`config.mk`:
```
export PLATFORM = sky130hd
export DESIGN_NAME = brsd_rest_detector
export DESIGN_NICKNAME = d
export VERILOG_FILES = /design/src/rtl/brsd_pkg.sv /design/src/rtl/brsd_rest_detector.sv
export VERILOG_INCLUDE_DIRS = /design/src /design/src/rtl
export SDC_FILE = /design/constraint.sdc
export NUM_CORES = 2
export LEC_CHECK = 0
export ABC_AREA = 1
export BUFFER_PORTS_ARGS = -buffer_cell sky130_fd_sc_hd__buf_4
export CORE_MARGIN = 2
export CORE_UTILIZATION = 57
export CTS_CLUSTER_DIAMETER = 100
export DETAILED_ROUTE_END_ITERATION = 10
export GPL_TIMING_DRIVEN = 0
export PLACE_DENSITY_LB_ADDON = 0.1
export SETUP_SLACK_MARGIN = 0.02
export SLEW_MARGIN = 20
export SYNTH_ARGS = -nofsm -noshare
export SYNTH_HDL_FRONTEND = slang
export SYNTH_SLANG_ARGS = --single-unit
```
`constraint.sdc`:
```
create_clock -name core_clk -period 16.2 [get_ports core_clk]
set_input_delay 4.05 -clock core_clk [delete_from_list [all_inputs] [get_ports core_clk]]
set_output_delay 4.05 -clock core_clk [all_outputs]
set_load 0.05 [all_outputs]
```
`src/rtl/brsd_params.svh`:
```
`ifndef BRSD_PARAMS_SVH
`define BRSD_PARAMS_SVH
// ==========================================
// Register addresses (compared directly with avsAddress)
`define BRSD_IDX_DSG_DET 8'h00
`define BRSD_IDX_CHG_DET 8'h02
`define BRSD_IDX_REST_CUR 8'h04
`define BRSD_IDX_DSG_REST 8'h06
`define BRSD_IDX_CHG_REST 8'h08
`define BRSD_IDX_HYS_SHIFT 8'h6a
`define BRSD_IDX_SCL_TEMP 8'h6c
`define BRSD_IDX_PULSE_CUR 8'h6d
`define BRSD_IDX_PULSE_DUR 8'h6f
`define BRSD_IDX_IRQ_STEP 8'h70
`define BRSD_IDX_SMOOTH 8'h72
`define BRSD_IDX_PREDICT 8'h74
`define BRSD_IDX_QUAL_T 8'h76
`define BRSD_IDX_FLAT_UB 8'h80
`define BRSD_IDX_SLOPE_LIM 8'h81
`define BRSD_IDX_STATUS 8'h82
`define BRSD_IDX_IRQ_STAT 8'h83
`define BRSD_IDX_IRQ_MASK 8'h84
`define BRSD_IDX_PEAK 8'h85
// ==========================================
// Reset values
`define BRSD_RST_DSG_DET 16'h003c
`define BRSD_RST_CHG_DET 16'h004b
`define BRSD_RST_REST_CUR 16'h0028
`define BRSD_RST_DSG_REST 16'h003c
`define BRSD_RST_CHG_REST 16'h003c
`define BRSD_RST_HYS_SHIFT 16'h0028
`define BRSD_RST_SCL_TEMP 16'h000f
`define BRSD_RST_PULSE_CUR 16'h2134
`define BRSD_RST_PULSE_DUR 16'h000a
`define BRSD_RST_IRQ_STEP 16'h01f4
`define BRSD_RST_SMOOTH 16'h03e8
`define BRSD_RST_PREDICT 16'h07d0
`define BRSD_RST_QUAL_T 16'h0002
`define BRSD_RST_FLAT_UB 16'h0ed8
`define BRSD_RST_SLOPE_LIM 16'h0004
// ==========================================
// Status and interrupt bit positions
`define BRSD_BIT_DSG 0
`define BRSD_BIT_CHG 1
`define BRSD_BIT_REST 2
`define BRSD_BIT_SLOPE 3
`define BRSD_BIT_QMAX_OK 4
`define BRSD_BIT_ZERO 5
`define BRSD_BIT_SMOOTH 6
`define BRSD_BIT_PREDICT 7
`define BRSD_BIT_SCL_RST 8
`define BRSD_IRQ_PEAK 0
`define BRSD_IRQ_OCV 1
`define BRSD_IRQ_ZERO 2
`define BRSD_IRQ_REST 3
// ==========================================
// Timing
`define BRSD_CLK_HZ 10000000
`define BRSD_TICK_S 1
`define BRSD_REST_SETTLE_MIN 30
`endif

```
`src/rtl/brsd_pkg.sv`:
```
package brsd_pkg;
  // ==========================================
  // Gauge operating modes
  typedef enum logic [2:0] {
    BRSD_ACTIVE = 3'b001,
    BRSD_REST = 3'b010,
    BRSD_OCV_DONE = 3'b100
  } brsd_mode_t;
endpackage

```
`src/rtl/brsd_rest_detector.sv`:
```
`timescale 1ns/1ps
`include "brsd_params.svh"
// Behaviour
// Discharge flag high only while averaged current below minus discharge threshold.
// Charge threshold marks charge current; independent, never touches discharge flag.
// Rest from discharge after in-band current for discharge rest time.
// Rest from charge after in-band current for charge rest time.
// Rest timer starts on entering band; leaving band cancels it.
// After thirty minutes of rest, test voltage slope against configurable limit.
// Slope criterion met during rest captures open-circuit voltage reading.
// Block capacity update after charge if OCV below bound plus shift.
// New OCV resets scaling factor, subject to temperature threshold.
// Peak-current capability computed from pulse current and duration.
// Interrupt when peak capability moved by step since last interrupt.
// Zero capacity after voltage below terminate for qualification time.
// Smooth charge percentage during rest for smoothing time, minimum one.
// Wait configured delay after activity begins before ambient prediction.
// Software keeps rest threshold small and below both detection thresholds.
// Second timers count a one-second tick; excursions restart them.
module brsd_rest_detector
  import brsd_pkg::*;
#(
  parameter int CLK_HZ = `BRSD_CLK_HZ
) (
  // Clock, reset, enable
  input wire logic core_clk,
  input wire logic sys_rst,
  input wire logic clkEn,
  // Avalon-MM slave
  input wire logic [7:0] avsAddress,
  input wire logic avsRead,
  input wire logic avsWrite,
  input wire logic [31:0] avsWriteData,
  input wire logic [3:0] avsByteEnable,
  output logic [31:0] avsReadData,
  output logic avsWaitRequest,
  // Measurements
  input wire logic signed [15:0] averagedCurrent,
  input wire logic [15:0] cellVoltage,
  input wire logic [15:0] terminateVoltage,
  input wire logic signed [15:0] cellTemp,
  input wire logic [15:0] voltageSlope,
  // Results
  output logic dischargeFlag,
  output logic chargeFlag,
  output logic restFlag,
  output logic ocvCapture,
  output logic scaleReset,
  output logic [15:0] ocvValue,
  output logic forceZeroCapacity,
  output logic smoothActive,
  output logic predictEnable,
  output logic [15:0] peakCurrent,
  output logic interruptOutputPin
);
  // ==========================================
  // Timing constants
  localparam int TICK_CYC = CLK_HZ * `BRSD_TICK_S;
  localparam int SETTLE_S = `BRSD_REST_SETTLE_MIN * 60;

  // ==========================================
  // Configuration registers
  // Detection thresholds and rest delays
  logic [15:0] dsgDet_r;
  logic [15:0] chgDet_r;
  logic [15:0] restCur_r;
  logic [15:0] dsgRest_r;
  logic [15:0] chgRest_r;

  // Voltage, temperature and peak settings
  logic [15:0] hysShift_r;
  logic [15:0] sclTemp_r;
  logic [15:0] pulseCur_r;
  logic [15:0] pulseDur_r;
  logic [15:0] irqStep_r;

  // Timer lengths, flat voltage bound and slope limit
  logic [15:0] smooth_r;
  logic [15:0] predict_r;
  logic [15:0] qualT_r;
  logic [15:0] flatUb_r;
  logic [15:0] slopeLim_r;

  // Interrupt state and bus phase
  logic [3:0] irqStat_r;
  logic [3:0] irqMask_r;
  logic [3:0] irqSet;
  logic busy_r; // Answering cycle of a request

  // Bus decode; writes land once, on the answering cycle
  wire logic wrEn = avsWrite && clkEn && busy_r;
  wire logic [15:0] wd16 = avsWriteData[15:0];

  wire logic wrDsg = wrEn && avsAddress == `BRSD_IDX_DSG_DET;
  wire logic wrChg = wrEn && avsAddress == `BRSD_IDX_CHG_DET;
  wire logic wrRc = wrEn && avsAddress == `BRSD_IDX_REST_CUR;
  wire logic wrDr = wrEn && avsAddress == `BRSD_IDX_DSG_REST;
  wire logic wrCr = wrEn && avsAddress == `BRSD_IDX_CHG_REST;
  wire logic wrHs = wrEn && avsAddress == `BRSD_IDX_HYS_SHIFT;
  wire logic wrSt = wrEn && avsAddress == `BRSD_IDX_SCL_TEMP;
  wire logic wrPc = wrEn && avsAddress == `BRSD_IDX_PULSE_CUR;
  wire logic wrPd = wrEn && avsAddress == `BRSD_IDX_PULSE_DUR;
  wire logic wrIs = wrEn && avsAddress == `BRSD_IDX_IRQ_STEP;
  wire logic wrSm = wrEn && avsAddress == `BRSD_IDX_SMOOTH;
  wire logic wrPr = wrEn && avsAddress == `BRSD_IDX_PREDICT;
  wire logic wrQt = wrEn && avsAddress == `BRSD_IDX_QUAL_T;
  wire logic wrFu = wrEn && avsAddress == `BRSD_IDX_FLAT_UB;
  wire logic wrSl = wrEn && avsAddress == `BRSD_IDX_SLOPE_LIM;
  wire logic wrIst = wrEn && avsAddress == `BRSD_IDX_IRQ_STAT;
  wire logic wrImk = wrEn && avsAddress == `BRSD_IDX_IRQ_MASK;

  // Register writes, low 16 bits honour byte enables
  function automatic logic [15:0] merge(input logic [15:0] old,
                                        input logic [15:0] nw,
                                        input logic [3:0] be);
    merge = {be[1] ? nw[15:8] : old[15:8], be[0] ? nw[7:0] : old[7:0]};
  endfunction

  always_ff @(posedge core_clk or posedge sys_rst) begin
    if (sys_rst) begin
      // Power-on settings
      dsgDet_r <= `BRSD_RST_DSG_DET;
      chgDet_r <= `BRSD_RST_CHG_DET;
      restCur_r <= `BRSD_RST_REST_CUR;
      dsgRest_r <= `BRSD_RST_DSG_REST;
      chgRest_r <= `BRSD_RST_CHG_REST;
      hysShift_r <= `BRSD_RST_HYS_SHIFT;
      sclTemp_r <= `BRSD_RST_SCL_TEMP;
      pulseCur_r <= `BRSD_RST_PULSE_CUR;
      pulseDur_r <= `BRSD_RST_PULSE_DUR;
      irqStep_r <= `BRSD_RST_IRQ_STEP;
      smooth_r <= `BRSD_RST_SMOOTH;
      predict_r <= `BRSD_RST_PREDICT;
      qualT_r <= `BRSD_RST_QUAL_T;
      flatUb_r <= `BRSD_RST_FLAT_UB;
      slopeLim_r <= `BRSD_RST_SLOPE_LIM;
      irqMask_r <= 4'h0;
    end else begin
      if (wrDsg) dsgDet_r <= merge(dsgDet_r, wd16, avsByteEnable);
      if (wrChg) chgDet_r <= merge(chgDet_r, wd16, avsByteEnable);
      if (wrRc) restCur_r <= merge(restCur_r, wd16, avsByteEnable);
      if (wrDr) dsgRest_r <= merge(dsgRest_r, wd16, avsByteEnable);
      // Byte-wide settings take lane 0 only
      if (wrCr && avsByteEnable[0]) chgRest_r <= {8'h00, wd16[7:0]};
      if (wrHs) hysShift_r <= merge(hysShift_r, wd16, avsByteEnable);
      if (wrSt && avsByteEnable[0]) sclTemp_r <= {8'h00, wd16[7:0]};
      if (wrPc) pulseCur_r <= merge(pulseCur_r, wd16, avsByteEnable);
      if (wrPd && avsByteEnable[0]) pulseDur_r <= {8'h00, wd16[7:0]};
      if (wrIs) irqStep_r <= merge(irqStep_r, wd16, avsByteEnable);
      if (wrSm) smooth_r <= merge(smooth_r, wd16, avsByteEnable);
      if (wrPr) predict_r <= merge(predict_r, wd16, avsByteEnable);
      if (wrQt && avsByteEnable[0]) qualT_r <= {8'h00, wd16[7:0]};
      if (wrFu) flatUb_r <= merge(flatUb_r, wd16, avsByteEnable);
      if (wrSl) slopeLim_r <= merge(slopeLim_r, wd16, avsByteEnable);
      if (wrImk && avsByteEnable[0]) irqMask_r <= wd16[3:0];
    end
  end

  // ==========================================
  // One-second tick
  logic [31:0] tickCnt_r;
  logic tick_r;
  // Divider; tick is a one-cycle strobe
  always_ff @(posedge core_clk or posedge sys_rst) begin
    if (sys_rst) begin
      tickCnt_r <= 32'h0;
      tick_r <= 1'b0;
    end else if (clkEn) begin
      tick_r <= (tickCnt_r == 32'(TICK_CYC - 1));
      tickCnt_r <= (tickCnt_r == 32'(TICK_CYC - 1)) ? 32'h0
                   : tickCnt_r + 32'h1;
    end
  end

  // ==========================================
  // Current classification
  // Widened to 17 bits so a negated threshold cannot wrap
  wire logic signed [16:0] curS = 17'(averagedCurrent);
  wire logic isDsg = curS < -$signed({1'b0, dsgDet_r});
  wire logic isChg = curS > $signed({1'b0, chgDet_r});
  wire logic belowRest = curS < -$signed({1'b0, restCur_r});
  wire logic aboveRest = curS > $signed({1'b0, restCur_r});
  wire logic inBand = !belowRest && !aboveRest;

  // ==========================================
  // Mode machine and rest timer
  brsd_mode_t mode_r, mode_nxt;
  logic lastDir_r; // 1 when last out-of-band excursion was charge
  logic armed_r;
  logic [15:0] restCnt_r;
  logic [15:0] settleCnt_r;
  wire logic [15:0] restLimit = lastDir_r ? chgRest_r : dsgRest_r;
  // Rest needs an excursion, then a full in-band run
  wire logic restDone = armed_r && inBand && restCnt_r >= restLimit;
  wire logic settled = settleCnt_r >= 16'(SETTLE_S);

  // Slope only tested once settled
  wire logic slopeOk = settled && voltageSlope < slopeLim_r;
  // Hysteresis guard only after a charge excursion
  wire logic qmaxBlock = lastDir_r &&
      ({1'b0, cellVoltage} < {1'b0, flatUb_r} + {1'b0, hysShift_r});
  wire logic tempOk = cellTemp >= $signed(sclTemp_r);

  // Next mode
  always_comb begin
    mode_nxt = mode_r;
    case (mode_r)
      BRSD_ACTIVE: if (restDone) mode_nxt = BRSD_REST;
      BRSD_REST: begin
        if (!inBand) mode_nxt = BRSD_ACTIVE;
        else if (slopeOk) mode_nxt = BRSD_OCV_DONE;
      end
      BRSD_OCV_DONE: if (!inBand) mode_nxt = BRSD_ACTIVE;
      default: mode_nxt = BRSD_ACTIVE;
    endcase
  end

  // Rest timers and OCV capture
  always_ff @(posedge core_clk or posedge sys_rst) begin
    if (sys_rst) begin
      mode_r <= BRSD_ACTIVE;
      lastDir_r <= 1'b0;
      armed_r <= 1'b0;
      restCnt_r <= 16'h0;
      settleCnt_r <= 16'h0;
      ocvCapture <= 1'b0;
      scaleReset <= 1'b0;
      ocvValue <= 16'h0;
    end else if (clkEn) begin
      mode_r <= mode_nxt;
      ocvCapture <= 1'b0;
      scaleReset <= 1'b0;
      // Any excursion re-arms and restarts the timer
      if (!inBand) begin
        armed_r <= 1'b1;
        lastDir_r <= aboveRest;
        restCnt_r <= 16'h0;
      end else if (tick_r && mode_r == BRSD_ACTIVE && armed_r &&
                   restCnt_r != 16'hffff) begin
        restCnt_r <= restCnt_r + 16'h1;
      end
      // Settle count runs in rest, saturating
      if (mode_r == BRSD_ACTIVE) settleCnt_r <= 16'h0;
      else if (tick_r && !settled) settleCnt_r <= settleCnt_r + 16'h1;
      if (mode_r == BRSD_REST && mode_nxt == BRSD_OCV_DONE) begin
        ocvCapture <= 1'b1;
        ocvValue <= cellVoltage;
        scaleReset <= tempOk;
      end
      if (mode_nxt == BRSD_REST) armed_r <= 1'b0;
    end
  end

  // ==========================================
  // Peak current and step interrupt
  logic [15:0] irqBase_r;
  // 16 by 8 product always fits 24 bits
  wire logic [23:0] peakProd = pulseCur_r * pulseDur_r[7:0];
  // Scale by the default 10 s pulse reference
  wire logic [15:0] peakNxt = 16'(peakProd / 24'd10);
  // Distance from the figure at the last interrupt
  wire logic [15:0] peakDiff = peakCurrent > irqBase_r
      ? peakCurrent - irqBase_r : irqBase_r - peakCurrent;
  wire logic peakStep = peakDiff >= irqStep_r && irqStep_r != 16'h0;

  // ==========================================
  // Terminate, smoothing and prediction timers
  logic [15:0] termCnt_r;
  logic [15:0] smoothCnt_r;
  logic [15:0] predCnt_r;
  wire logic belowTerm = cellVoltage < terminateVoltage;
  wire logic termQual = belowTerm && termCnt_r >= qualT_r;
  // Zero smoothing time acts as one second
  wire logic [15:0] smoothLim = (smooth_r == 16'h0) ? 16'h1 : smooth_r;
  wire logic resting = mode_r != BRSD_ACTIVE;
  // Prediction delay runs while current flows
  wire logic active = isDsg || isChg;

  // Flags and second timers, frozen with clkEn
  always_ff @(posedge core_clk or posedge sys_rst) begin
    if (sys_rst) begin
      termCnt_r <= 16'h0;
      smoothCnt_r <= 16'h0;
      predCnt_r <= 16'h0;
      forceZeroCapacity <= 1'b0;
      smoothActive <= 1'b0;
      predictEnable <= 1'b0;
      peakCurrent <= 16'h0;
      irqBase_r <= 16'h0;
      dischargeFlag <= 1'b0;
      chargeFlag <= 1'b0;
      restFlag <= 1'b0;
    end else if (clkEn) begin
      dischargeFlag <= isDsg;
      chargeFlag <= isChg;
      restFlag <= resting;
      peakCurrent <= peakNxt;
      if (peakStep) irqBase_r <= peakCurrent;
      if (!belowTerm) termCnt_r <= 16'h0;
      else if (tick_r && !termQual) termCnt_r <= termCnt_r + 16'h1;
      forceZeroCapacity <= termQual;
      if (!resting) smoothCnt_r <= 16'h0;
      else if (tick_r && smoothCnt_r < smoothLim)
        smoothCnt_r <= smoothCnt_r + 16'h1;
      smoothActive <= resting && smoothCnt_r < smoothLim;
      if (!active) predCnt_r <= 16'h0;
      else if (tick_r && predCnt_r < predict_r)
        predCnt_r <= predCnt_r + 16'h1;
      predictEnable <= active && predCnt_r >= predict_r;
    end
  end

  // ==========================================
  // Interrupt status, set wins over clear
  assign irqSet = {mode_r == BRSD_ACTIVE && mode_nxt == BRSD_REST,
                   termQual && !forceZeroCapacity,
                   mode_r == BRSD_REST && mode_nxt == BRSD_OCV_DONE,
                   peakStep};
  // Write-one-to-clear, lane 0
  wire logic [3:0] irqClr = (wrIst && avsByteEnable[0]) ? wd16[3:0] : 4'h0;

  always_ff @(posedge core_clk or posedge sys_rst) begin
    if (sys_rst) begin
      irqStat_r <= 4'h0;
      interruptOutputPin <= 1'b0;
    end else if (clkEn) begin
      irqStat_r <= (irqStat_r & ~irqClr) | irqSet;
      interruptOutputPin <= |(irqStat_r & irqMask_r);
    end
  end

  // ==========================================
  // Read mux
  // Live flags for software
  wire logic [15:0] statusWord = {7'h00, scaleReset, predictEnable,
      smoothActive, forceZeroCapacity, !qmaxBlock, slopeOk, resting,
      chargeFlag, dischargeFlag};
  logic [15:0] rdMux;
  // Unmapped indices read zero
  always_comb begin
    case (avsAddress)
      `BRSD_IDX_DSG_DET: rdMux = dsgDet_r;
      `BRSD_IDX_CHG_DET: rdMux = chgDet_r;
      `BRSD_IDX_REST_CUR: rdMux = restCur_r;
      `BRSD_IDX_DSG_REST: rdMux = dsgRest_r;
      `BRSD_IDX_CHG_REST: rdMux = chgRest_r;
      `BRSD_IDX_HYS_SHIFT: rdMux = hysShift_r;
      `BRSD_IDX_SCL_TEMP: rdMux = sclTemp_r;
      `BRSD_IDX_PULSE_CUR: rdMux = pulseCur_r;
      `BRSD_IDX_PULSE_DUR: rdMux = pulseDur_r;
      `BRSD_IDX_IRQ_STEP: rdMux = irqStep_r;
      `BRSD_IDX_SMOOTH: rdMux = smooth_r;
      `BRSD_IDX_PREDICT: rdMux = predict_r;
      `BRSD_IDX_QUAL_T: rdMux = qualT_r;
      `BRSD_IDX_FLAT_UB: rdMux = flatUb_r;
      `BRSD_IDX_SLOPE_LIM: rdMux = slopeLim_r;
      `BRSD_IDX_STATUS: rdMux = statusWord;
      `BRSD_IDX_IRQ_STAT: rdMux = {12'h000, irqStat_r};
      `BRSD_IDX_IRQ_MASK: rdMux = {12'h000, irqMask_r};
      `BRSD_IDX_PEAK: rdMux = peakCurrent;
      default: rdMux = 16'h0000;
    endcase
  end

  // One wait cycle per access, data registered
  // Handshake keeps running while clkEn is low
  always_ff @(posedge core_clk or posedge sys_rst) begin
    if (sys_rst) begin
      busy_r <= 1'b0;
      avsWaitRequest <= 1'b1;
      avsReadData <= 32'h0;
    end else begin
      avsReadData <= {16'h0000, rdMux};
      busy_r <= (avsRead || avsWrite) && !busy_r;
      avsWaitRequest <= !((avsRead || avsWrite) && !busy_r);
    end
  end
endmodule

```
==> results by group <==
Detailed routing
  • DR vias: 28600
  • Initial DRC Count: 2877
  • # DRC: 0
  • Vias/cell: 5.68
  • WL final: 98.2 mm
  • WL per Instance: 19.5 um
  • First drt pass iteration count: 7
  • Antenna viol nets, final: 0

Power
  • Pwr Total: 0.00285 W
  • Leak pwr: 17.6 nW
  • Comb pwr share: 23.4%
  • Internal: 0.00194 W
  • Sw power: 0.000909 W
  • Switching share of power: 31.9%
  • Pwr Density: 81.6 nW/um^2
  • Worst VDD drop: 0.106 mV
  • Clock power share: 37.7%
  • Sequential share of power: 38.9%

STA
  • Max Clock Skew: 0.0191 ns
  • RSZ-0062 raised after global routing: false
  • Final setup viols: 0
  • Final Hold Fails: 0
  • Final Cycle Share: 75.1%
  • Worst-margin pin slew: 1.16 ns
  • Fmax: 0.0822 GHz
  • Worst rel slew slack: 22.7%
  • Minimum clock period: 12.17 ns
  • Max Slew Vio Count: 0

Worst setup path
  • CP endpoint kind: flip-flop
  • Most common cell on crit path: nand2_2
  • Crit-path max cell delay: 0.57 ns
  • Worst Path Arrival: 12.65 ns
  • R2R Path End: peakCurrent[0]
  • Reg-to-reg critical path startpoint: pulseDur_r[3]
  • CP top delay family: simple AND/OR/NAND/NOR gates
  • Crit path max fanout: 10
  • CP max-delay cell: fa_1
  • Crit path kind: reg -> reg
  • Crit. Startpoint: pulseDur_r[3]
  • CP bufs+invs: 13
  • CP Launch Type: flip-flop
  • FF-to-FF path depth: 99
  • Flop-to-flop setup slack: 4.03 ns
  • CP required: 16.68 ns

Global route
  • Initial antenna violation count: 0
  • GRT Residual Overflow: 0
  • Pin count of the biggest net entering global routing: 103
  • Vias in the first global route: 26800
  • Global-route wire length before repair: 153 mm
  • Gr usage total: 35.2%

Clock tree
  • CTS clk-pin slew, worst paths: 0.06 ns
  • Hold-fix buffers, CTS: 0
  • CTS tree: yes
  • Clock buffer depth: 3
  • Root Buffer: clkbuf_16
  • Inserted Clock Buffers: 47
  • Setup bufs post-CTS: 0
  • PostCTS Resize Cnt: 0
  • Number of H-tree levels: 2
  • Clk sinks: 409
  • Worst-Skew Late Latency: 0.59 ns

Placement
  • Post-DP HPWL: 76.9 mm
  • Routability Congestion: 0.997
  • Area post-placement: 33400 um^2
  • Dpl cells: 4940
  • Port Buf Inserts: 167

Synthesis
  • List of most frequent post-synthesis cells: nand2_1 (896), inv_1 (686), o21ai_0 (367)
  • Mapped cell area: 31100 um^2
  • Most common cell in the netlist: nand2_1
  • Synth unique cells: 67
  • Seq/Total Area, Yosys: 33.2%
  • Share of the synthesized area in the top cell type: 28.1%
  • Cells after Synth: 4056
  • #FFs+latches synth: 409
  • Synth async-reset ratio: 100%
  • Top FF cell, synth: dfrtp_1
  • Post-synth EDFFs: 0
  • Area contributors post-synth: dfrtp_1 (28%), ha_1 (12%), nand2_1 (11%), inv_1 (8.3%), o21ai_0 (5.9%)
  • Area leader, netlist: dfrtp_1
  • Mean Syn Cell Area: 7.66 um^2
  • Yosys warning count: 0

Hold path
  • Hold-critical path depth: 2
  • Hold_sp: ocvValue[9]
  • Hold endpoint: ocvValue[9]
  • Hold Crit Class: reg -> reg

Finish
  • FF/Latch Area: 10300 um^2
  • Final Instance Area: 34900 um^2
  • Proportion of layout cells with a drive suffix above 1: 10.5%
  • Nets: 4799
  • Filler Cells Inserted: 4841
  • ANT cells: 0
  • Area growth syn-to-layout: 12.4%
  • Cell Count, Final, Fillers Out: 5026
  • Multi-input gate area: 17600 um^2
  • Fin util: 64.9%

Floorplanning
  • Die Wd: 237 um
  • Die area: 56400 um^2
  • Rows: 85
  • Initial Util: 57.7%
  • CORE AREA: 53800 um^2
  • Die height: 237 um
  • Ports: 203

Job
  • Max Cap Viol: 0

Outcome
  • Status: finished, final reports clean
[state kept, by name, indices dropped and copies added, names as in the netlist, 16 cells and up]
name and count:
chgDet_r 16, smoothCnt_r 16, restCur_r 16, predict_r 16, dsgDet_r 16, dsgRest_r 16, pulseCur_r 16, peakCurrent 16
slopeLim_r 16, irqStep_r 16, settleCnt_r 16, tickCnt_r 32, restCnt_r 16, termCnt_r 16, smooth_r 16, avsReadData 16
predCnt_r 16, irqBase_r 16, flatUb_r 16, hysShift_r 16, ocvValue 16
[cell families after synthesis]
kind of cell / after synthesis / share of synthesized area, %
and+or+nand+nor: 1551 / 21.7
buffers and inverters: 847 / 10.5
AOI/OAI and AO/OA: 762 / 14.2
DFF: 409 / 33.2
adders and majority gates: 377 / 17.3
xor gates and xnor gates: 99 / 2.84
muxes: 10 / 0.322
other: 1 / 0.0121
[layer usage]
metal,routed length (um),vias to the layer above,global-route usage [%]
met2,41400,1295,53.0
met1,42000,13300,49.5
met5,0,-,0
met3,10300,256,7.80
met4,4430,0,14.1
li1,-,13700,-
[placed cells by master (no fill, tap or decap), drive strengths merged, types with 14 or more instances in the layout]
cell	instances
a211oi	15
a21oi	181
a221oi	37
buf	199
clkbuf	178
conb	16
dfrtp	349
dfstp	60
fa	87
ha	290
inv	712
nand2	960
nand3	182
nand4	61
nor2	226
nor3	76
nor4	20
o21a	20
o21ai	376
o221ai	14
o22ai	32
xnor2	22
xor2	76
[worst reg2reg max path: cells and delay by family, from the launching register on]
| family | cells | cell delay, ns |
|---|---|---|
| fa+ha+maj | 5 | 2.46 |
| compound gates | 2 | 0.35 |
| buf+inv | 13 | 1.62 |
| flops | 1 | 0.51 |
| simple gates | 79 | 7.13 |
[power by group through the flow]
stage | Sequential (W) | Clock [W] | Combinational, W
after global routing | 0.00111 | 0.00112 | 0.000753
final | 0.00111 | 0.00107 | 0.000667
after floorplan | 0.00114 | 0 | 0.000433
after CTS | 0.00111 | 0.00108 | 0.000661
after detailed placement | 0.00112 | 0 | 0.000656
after global placement | 0.00112 | 0 | 0.000641
[cell type report]
cell class | count | share of cell area (%)
Buffer | 128 | 1.58
Clock buffer | 76 | 4.05
Clock inverter | 10 | 0.322
Inverter | 719 | 7.75
Multi-Input combinational cell | 2815 | 50.3
Sequential cell | 409 | 29.5
Tap cell | 696 | 2.49
Timing Repair Buffer | 173 | 3.94
[per-stage QoR]
| step | hold WS [ns] | setup TNS (ns) | worst slack [ns] |
|---|---|---|---|
| final | 0.479 | 0 | 4.03 |
| after global routing | 0.494 | 0 | 2.80 |
| after CTS | 0.482 | 0 | 4.14 |
| after detailed placement | 0.466 | 0 | 4.18 |
| after global placement | 0.464 | -1342.35 | -3.93 |
| after floorplan | 0.449 | 0 | 0.870 |
[worst max path at each step]
stage | end | cells past startpoint | slack [ns]
2_1_floorplan | armed_r | 1 | 0.87
3_3_place_gp | termCnt_r[13] | 2 | -3.93
3_5_place_dp | peakCurrent[0] | 100 | 4.18
4_1_cts | peakCurrent[0] | 99 | 4.14
5_1_grt | peakCurrent[0] | 99 | 2.80
6_report | peakCurrent[0] | 99 | 4.03
Power figures use the tool's default switching activity.
